==> src/cssd_pkg.sv <==
package cssd_pkg;

   // ****************************************************************
   // Register map (register index, byte address is four times it)
   // ****************************************************************
   localparam logic [15:0] SLEW_CTRL_IDX   = 16'h1c16;
   localparam logic [15:0] SRC_REG_IDX     = 16'h1c20;
   localparam logic [15:0] STATUS3_IDX     = 16'h1c22;
   localparam logic [15:0] PLL_CFG_IDX     = 16'h1c24;
   localparam logic [15:0] GEN_STATUS_IDX  = 16'h1c26;
   localparam int          DISABLE_BIT_POS = 0;

   // ****************************************************************
   // Reset values
   // ****************************************************************
   localparam logic [15:0] SLEW_RST = 16'h0000;
   localparam logic [1:0]  SRC_RST  = 2'h0;
   localparam logic [11:0] MULT_RST = 12'h001;

   // ****************************************************************
   // Frequencies and limits
   // ****************************************************************
   localparam longint OSC_HZ     = 32768;
   localparam longint REF0_HZ    = 11289600;
   localparam longint REF1_HZ    = 12000000;
   localparam longint REF2_HZ    = 12288000;
   localparam longint PLL_MAX_HZ = 120000000;
   localparam longint SPI_HZ     = 500000;
   localparam longint I2C_HZ     = 400000;

   // Largest multiplier per reference, rounded down so the limit holds.
   localparam logic [11:0] MULT_MAX_OSC  = 12'(PLL_MAX_HZ / OSC_HZ);
   localparam logic [11:0] MULT_MAX_REF0 = 12'(PLL_MAX_HZ / REF0_HZ);
   localparam logic [11:0] MULT_MAX_REF1 = 12'(PLL_MAX_HZ / REF1_HZ);
   localparam logic [11:0] MULT_MAX_REF2 = 12'(PLL_MAX_HZ / REF2_HZ);

   // Serial clock dividers, rounded up so the rate never exceeds target.
   localparam logic [15:0] SPI_DIV0 = 16'((REF0_HZ + SPI_HZ - 1) / SPI_HZ);
   localparam logic [15:0] SPI_DIV1 = 16'((REF1_HZ + SPI_HZ - 1) / SPI_HZ);
   localparam logic [15:0] SPI_DIV2 = 16'((REF2_HZ + SPI_HZ - 1) / SPI_HZ);
   localparam logic [15:0] I2C_DIV0 = 16'((REF0_HZ + I2C_HZ - 1) / I2C_HZ);
   localparam logic [15:0] I2C_DIV1 = 16'((REF1_HZ + I2C_HZ - 1) / I2C_HZ);
   localparam logic [15:0] I2C_DIV2 = 16'((REF2_HZ + I2C_HZ - 1) / I2C_HZ);

   // ****************************************************************
   // Types
   // ****************************************************************
   typedef enum logic [1:0] {
      BOOT_IDLE    = 2'b00,
      BOOT_DISABLE = 2'b01,
      BOOT_CONFIG  = 2'b11,
      BOOT_DONE    = 2'b10
   } cssd_boot_t;

   typedef enum logic [1:0] {
      SRC_OSC = 2'h0,
      SRC_REF = 2'h1,
      SRC_PLL = 2'h2,
      SRC_GEN = 2'h3
   } cssd_src_t;

   typedef struct packed {
      logic        read;
      logic        write;
      logic [15:0] address;
      logic [31:0] writedata;
   } cssd_bus_req_t;

   typedef struct packed {
      logic        osc_32k;
      logic        ext_ref;
      logic        pll_out;
   } cssd_clk_in_t;

   typedef struct packed {
      cssd_boot_t  boot;
      logic        strap_seen;
      logic        strap;
      logic        wait_req;
      logic [31:0] rdata;
      logic [1:0]  src;
      logic        disable_out;
      logic [11:0] mult;
      logic [15:0] slew;
      logic        bypass;
      logic [15:0] spi_div;
      logic [15:0] i2c_div;
      logic        dbg_out;
      logic        dbg_oe;
      logic        gen_ref;
      logic        rtc_clk;
   } cssd_state_t;

endpackage : cssd_pkg

==> src/cssd_top.sv <==
// Decided for this implementation: register access over Avalon-MM.
`timescale 1ns/1ns
module cssd_top
   import cssd_pkg::*;
#(
   parameter logic [1:0] BOOT_REF_SEL = 2'h0
) (
   // Clock and reset.
   input  wire logic          sys_clk,
   input  wire logic          sys_rst,
   // Board strap and sampled clocks.
   input  wire logic          clk_sel_strap,
   input  wire cssd_clk_in_t  clk_in,
   // Avalon-MM slave.
   input  wire cssd_bus_req_t avs_req,
   output logic               avs_waitrequest,
   output logic [31:0]        avs_readdata,
   // Debug clock pin.
   output logic               debug_clock_output_o,
   output logic               debug_clock_output_oe,
   // Generator controls.
   output logic               gen_ref_clk,
   output logic               rtc_timer_clk,
   output logic               pll_bypass,
   output logic [11:0]        pll_mult,
   output logic [15:0]        clock_output_slew_control,
   output logic [15:0]        spi_clk_div,
   output logic [15:0]        i2c_clk_div
);

   // ****************************************************************
   // Helper functions
   // ****************************************************************

   // Largest legal multiplier for the current reference.
   function automatic logic [11:0] mult_limit(input logic strap, input logic [1:0] sel);
      logic [11:0] lim;
      lim = MULT_MAX_OSC;
      if (strap) begin
         if (sel == 2'h0) begin
            lim = MULT_MAX_REF0;
         end else if (sel == 2'h1) begin
            lim = MULT_MAX_REF1;
         end else begin
            lim = MULT_MAX_REF2;
         end
      end
      return lim;
   endfunction : mult_limit

   // ****************************************************************
   // State update
   // ****************************************************************
   cssd_state_t s_q;
   cssd_state_t s_d;
   logic [15:0] idx;
   logic        req;
   logic        take;
   logic        sel_ref;

   assign idx  = {2'h0, avs_req.address[15:2]};
   assign req  = avs_req.read | avs_req.write;
   assign take = req & ~s_q.wait_req;

   // Next state of the whole block.
   always_comb begin
      s_d = s_q;
      sel_ref = 1'b0;
      // Strap is caught once, one cycle after reset release.
      if (!s_q.strap_seen) begin
         s_d.strap_seen = 1'b1;
         s_d.strap      = clk_sel_strap;
      end
      // Generator reference and timer clock selection.
      sel_ref = s_q.strap_seen & s_q.strap;
      s_d.gen_ref = sel_ref ? clk_in.ext_ref : clk_in.osc_32k;
      s_d.rtc_clk = clk_in.osc_32k;
      // Bus handshake: one wait cycle, then the access completes.
      s_d.wait_req = ~(req & s_q.wait_req);
      if (req & s_q.wait_req) begin
         s_d.rdata = 32'h0000_0000;
         if (idx == SLEW_CTRL_IDX) begin
            s_d.rdata = {16'h0000, s_q.slew};
         end else if (idx == SRC_REG_IDX) begin
            s_d.rdata = {30'h0000_0000, s_q.src};
         end else if (idx == STATUS3_IDX) begin
            s_d.rdata = {31'h0000_0000, s_q.disable_out};
         end else if (idx == PLL_CFG_IDX) begin
            s_d.rdata = {19'h0_0000, s_q.bypass, s_q.mult};
         end else if (idx == GEN_STATUS_IDX) begin
            s_d.rdata = {28'h000_0000, s_q.boot, s_q.strap, s_q.dbg_oe};
         end
      end
      if (take && avs_req.write) begin
         if (idx == SLEW_CTRL_IDX) begin
            s_d.slew = avs_req.writedata[15:0];
         end else if (idx == SRC_REG_IDX) begin
            s_d.src = avs_req.writedata[1:0];
         end else if (idx == STATUS3_IDX) begin
            s_d.disable_out = avs_req.writedata[DISABLE_BIT_POS];
         end else if (idx == PLL_CFG_IDX) begin
            s_d.bypass = avs_req.writedata[12];
            // Requests above the limit are clamped.
            if (avs_req.writedata[11:0] > mult_limit(s_q.strap, BOOT_REF_SEL)) begin
               s_d.mult = mult_limit(s_q.strap, BOOT_REF_SEL);
            end else begin
               s_d.mult = avs_req.writedata[11:0];
            end
         end
      end
      // Boot sequence; its set of the disable bit wins over a write.
      case (s_q.boot)
         BOOT_IDLE: begin
            if (s_q.strap_seen) begin
               s_d.boot = BOOT_DISABLE;
            end
         end
         BOOT_DISABLE: begin
            s_d.disable_out = 1'b1;
            s_d.boot        = BOOT_CONFIG;
         end
         BOOT_CONFIG: begin
            if (s_q.strap) begin
               s_d.bypass = 1'b1;
               if (BOOT_REF_SEL == 2'h0) begin
                  s_d.spi_div = SPI_DIV0;
                  s_d.i2c_div = I2C_DIV0;
               end else if (BOOT_REF_SEL == 2'h1) begin
                  s_d.spi_div = SPI_DIV1;
                  s_d.i2c_div = I2C_DIV1;
               end else begin
                  s_d.spi_div = SPI_DIV2;
                  s_d.i2c_div = I2C_DIV2;
               end
            end
            s_d.boot = BOOT_DONE;
         end
         default: begin
            s_d.boot = BOOT_DONE;
         end
      endcase
      // Debug pin source mux and enable.
      case (s_q.src)
         SRC_OSC: s_d.dbg_out = clk_in.osc_32k;
         SRC_REF: s_d.dbg_out = s_q.gen_ref;
         SRC_PLL: s_d.dbg_out = clk_in.pll_out;
         default: s_d.dbg_out = s_q.bypass ? s_q.gen_ref : clk_in.pll_out;
      endcase
      s_d.dbg_oe = ~s_d.disable_out;
   end

   // Registers of the block.
   always_ff @(posedge sys_clk) begin
      if (sys_rst) begin
         s_q <= '{boot: BOOT_IDLE, strap_seen: 1'b0, strap: 1'b0, wait_req: 1'b1,
                  rdata: 32'h0000_0000, src: SRC_RST, disable_out: 1'b0,
                  mult: MULT_RST, slew: SLEW_RST, bypass: 1'b0,
                  spi_div: 16'h0000, i2c_div: 16'h0000, dbg_out: 1'b0,
                  dbg_oe: 1'b1, gen_ref: 1'b0, rtc_clk: 1'b0};
      end else begin
         s_q <= s_d;
      end
   end

   // ****************************************************************
   // Outputs
   // ****************************************************************

   // Every output is a field of the state register.
   assign avs_waitrequest           = s_q.wait_req;
   assign avs_readdata              = s_q.rdata;
   assign debug_clock_output_o      = s_q.dbg_out;
   assign debug_clock_output_oe     = s_q.dbg_oe;
   assign gen_ref_clk               = s_q.gen_ref;
   assign rtc_timer_clk             = s_q.rtc_clk;
   assign pll_bypass                = s_q.bypass;
   assign pll_mult                  = s_q.mult;
   assign clock_output_slew_control = s_q.slew;
   assign spi_clk_div               = s_q.spi_div;
   assign i2c_clk_div               = s_q.i2c_div;

   // Expected boot dividers for each assumed reference rate, rounded up.
   localparam logic [15:0] BOOT_SPI_EXP = (BOOT_REF_SEL == 2'h0) ? 16'h0017 :
                                          ((BOOT_REF_SEL == 2'h1) ? 16'h0018 : 16'h0019);
   localparam logic [15:0] BOOT_I2C_EXP = (BOOT_REF_SEL == 2'h0) ? 16'h001d :
                                          ((BOOT_REF_SEL == 2'h1) ? 16'h001e : 16'h001f);
endmodule : cssd_top

==> config.mk <==
export PLATFORM = sky130hd
export DESIGN_NAME = cssd_top
export DESIGN_NICKNAME = d
export VERILOG_FILES = /design/src/cssd_pkg.sv /design/src/cssd_top.sv
export SDC_FILE = /design/constraint.sdc
export NUM_CORES = 1
export LEC_CHECK = 0
export ABC_AREA = 1
export BUFFER_PORTS_ARGS = -buffer_cell sky130_fd_sc_hd__buf_2
export CELL_PAD_IN_SITES_DETAIL_PLACEMENT = 0
export CELL_PAD_IN_SITES_GLOBAL_PLACEMENT = 1
export CORE_MARGIN = 2
export CORE_UTILIZATION = 35
export DETAILED_ROUTE_END_ITERATION = 10
export GPL_TIMING_DRIVEN = 0
export PLACE_DENSITY = 0.95
export SLEW_MARGIN = 20
export SYNTH_ARGS = -nofsm -noshare
export SYNTH_HDL_FRONTEND = slang
export SYNTH_SLANG_ARGS = --single-unit
==> constraint.sdc <==
create_clock -name sys_clk -period 2.9 [get_ports sys_clk]
set_clock_uncertainty 0.2 [all_clocks]
set_input_delay 0.29 -clock sys_clk [delete_from_list [all_inputs] [get_ports sys_clk]]
set_output_delay 0.29 -clock sys_clk [all_outputs]
set_load 0.01 [all_outputs]
==> flow_summary.json <==
{
  "status": "finished, final reports clean",
  "yosys-mux-area-fraction_pct": 0,
  "grt_max_degree": 11,
  "crit_path_start_kind": "flop",
  "grt-ovfl-total": 0,
  "drc_errors": 0,
  "max_slew_margin_pct": 64.16,
  "synth_top_family_by_area": "buffers and inverters",
  "critPathRequiredTime_ps": 2940,
  "synthMostInstantiatedCell": "buf_4",
  "grt.met1_usage_pct": 21.32,
  "clock_latency_ps": 340,
  "slew_violations": 0,
  "vdd_drop_max_mv": 0.1857,
  "drive_gt1_share_pct": 37.01,
  "final-seq-area_mm2": 0.001161,
  "synthAdderAreaFrac_pct": 1.848,
  "first_iter_violations": 180,
  "cts_tree": "done",
  "routedWlPerCell_um": 11.88,
  "worstHoldEndpoint": "rtc_timer_clk",
  "antennaDiodeCount": 0,
  "tns_ps": 0,
  "cap_viol_max_count": 0,
  "synthTopCellsByCount": "93 x buf_4, 73 x nand2_1, 58 x dfxtp_1",
  "num_vias": 3203,
  "synth_compound_area_share_pct": 15.11,
  "seq_area_frac_synth_pct": 34.29,
  "power_density_mw_per_mm2": 403.2,
  "cts_made_buffers": 9,
  "first_global_vias": 2862,
  "netlist-cell-type-count": 32,
  "holdPathStages": 3,
  "nFillCells": 936,
  "core_mm2": 0.009328,
  "rsz0062_at_grt": "no",
  "setup_viol": 0,
  "clk_path_buf_depth": 2,
  "port_buffers": 94,
  "post_dp_cell_area_mm2": 0.004164,
  "final_area_mm2": 0.004394,
  "endpoint_kind": "flop",
  "vias_per_cell": 4.299,
  "die_x_um": 102.4,
  "nNetsFinal": 673,
  "fp.dieArea_mm2": 0.01048,
  "synthXorXnorAreaFrac_pct": 0,
  "fin_crit_sh_pct": 69.72,
  "gp_congestion": 0.8432,
  "hold_viol": 0,
  "clock-root-buffer": "clkbuf_8",
  "die-height_um": 102.4,
  "firstDrtPassIters": 5,
  "h-tree-depth": 3,
  "syn_inst": 462,
  "use_met2_pct": 28.90,
  "grt_antenna_before_repair": 0,
  "ys.flop_type": "dfxtp_1",
  "min_path_type": "input port to flop",
  "fmax_mhz": 494.6,
  "min_from": "clk_in[2]",
  "reg2reg_depth": 8,
  "grt_pass1_wl_mm": 13.68,
  "busiest_layer": "met2",
  "worst_pin_slew_ps": 537.6,
  "ant_nets": 0,
  "r2r-end": "pll_mult[1]",
  "synth-simple-area-share_pct": 20.33,
  "r2r_slack_ps": 880,
  "whs_ps": 9.296,
  "crit_fanout": 10,
  "netlist_area_mm2": 0.003386,
  "synthTopCellsByArea": "dfxtp_1 34%, buf_4 21%, nand2_1 8.1%",
  "synth-seq-cells": 58,
  "ys_warn_count": 0,
  "final_cells": 745,
  "period_minus_slack_ps": 2022,
  "wirelength_mm": 8.847,
  "ios": 154,
  "critPathKind": "flop to flop",
  "async_reset_ff_share_pct": 0,
  "initial_utilization_pct": 36.30,
  "use_met3_pct": 3.967,
  "arrival_ps": 2060,
  "hpwl_mm": 6.877,
  "p_leak_nw": 2.403,
  "r2r-start": "s_q[101]",
  "synth_top_area_cell": "dfxtp_1",
  "grt_usage_pct": 16.93,
  "row_count": 35,
  "power_mw": 1.772,
  "dp_cells": 724,
  "cts.clk_slew.worst_paths_ps": 60,
  "synth_edf_count": 0,
  "area_growth_pct": 29.79,
  "syn_area_per_cell_um2": 7.328,
  "cts.sinks": 58,
  "synth_top_area_share_pct": 34.29,
  "multi_input_area_mm2": 0.001413
}
## area by class of cell
| cell class | count | share of cell area [%] |
|---|---|---|
| buffer | 108 | 18.05 |
| clock buffer | 12 | 3.531 |
| clock inverter | 3 | 0.3417 |
| inverter | 44 | 3.759 |
| multi-input combinational | 291 | 32.15 |
| sequential | 58 | 26.42 |
| tap | 129 | 3.673 |
| timing repair buffer | 100 | 12.07 |
## kinds of logic after synthesis
logic type,after synthesis
AND/OR/NAND/NOR,153
AO/OA/AOI/OAI,93
other,1
adder cells (fa/ha/maj),5
buffers and inverters,152
flip-flops,58
## sequential cells by signal (all words and copies together), names as in the netlist
| register | cells |
|---|---|
| pll_mult | 12 |
| spi_clk_div | 1 |
| rtc_timer_clk | 1 |
| debug_clock_output_oe | 1 |
| gen_ref_clk | 1 |
| avs_waitrequest | 1 |
| clock_output_slew_control | 16 |
| pll_bypass | 1 |
| s_q | 7 |
| avs_readdata | 16 |
| debug_clock_output_o | 1 |
## cell usage in the layout, fill, tap and decap left out, types with 6 or more instances in the layout
cell type | synthesis | final
buf_2 | 1 | 95
buf_4 | 93 | 93
nand2_1 | 73 | 73
dfxtp_1 | 58 | 58
conb_1 | 1 | 40
inv_1 | 38 | 38
nor2_1 | 38 | 38
o21ai_0 | 36 | 36
a21oi_1 | 32 | 32
nand3_1 | 22 | 22
clkbuf_8 | 0 | 11
clkbuf_1 | 9 | 10
a31oi_1 | 8 | 8
o21ai_1 | 7 | 7
inv_2 | 6 | 6
dlygate4sd3_1 | 0 | 6
## per-layer routing
metal,vias to the layer above,share of wire (%)
met3,11,6.4
met5,-,0
met2,123,49
met1,1416,43
li1,1653,-
met4,0,1.3
## how the worst max path moves through the flow
stage              from          end  cells past startpoint
6_report       s_q[101]  pll_mult[1]                      8
3_5_place_dp   s_q[101]  pll_mult[1]                      8
2_1_floorplan  s_q[101]  pll_mult[1]                      8
4_1_cts        s_q[101]  pll_mult[1]                      8
5_1_grt        s_q[101]  pll_mult[1]                      9
3_3_place_gp   s_q[101]  pll_mult[3]                      8
## metrics by stage
stage	util [%]	setup slack [ps]
finish	47.11	878.1
detailed placement	44.64	894.3
global route	47.11	763.4
floorplan	-	1193
CTS	47.11	887.9
global placement	44.64	903.8
## critical path, stage by stage (launching register included)
cell     delay [ps]
dfxtp_1         530
ha_1            320
a21o_1          170
nor2_1          100
nand3_1         110
nand2_2         200
nand2_2         120
o21ai_1         140
inv_1            40
## timing repair
| action | CTS | global route |
|---|---|---|
| buffers inserted | 0 | 0 |
| endpoints found under the setup margin | 0 | 0 |
| hold buffers | 6 | 0 |
| gates resized for setup | 0 | 0 |
| endpoints found under the hold margin | 6 | 0 |
## power breakdown
group	switching [mW]	internal (mW)	total, mW
clock network	0.314	0.347	0.661
registers	0.0156	0.821	0.837
logic	0.150	0.123	0.273
total	0.480	1.29	1.77
Power figures use the tool's default switching activity.
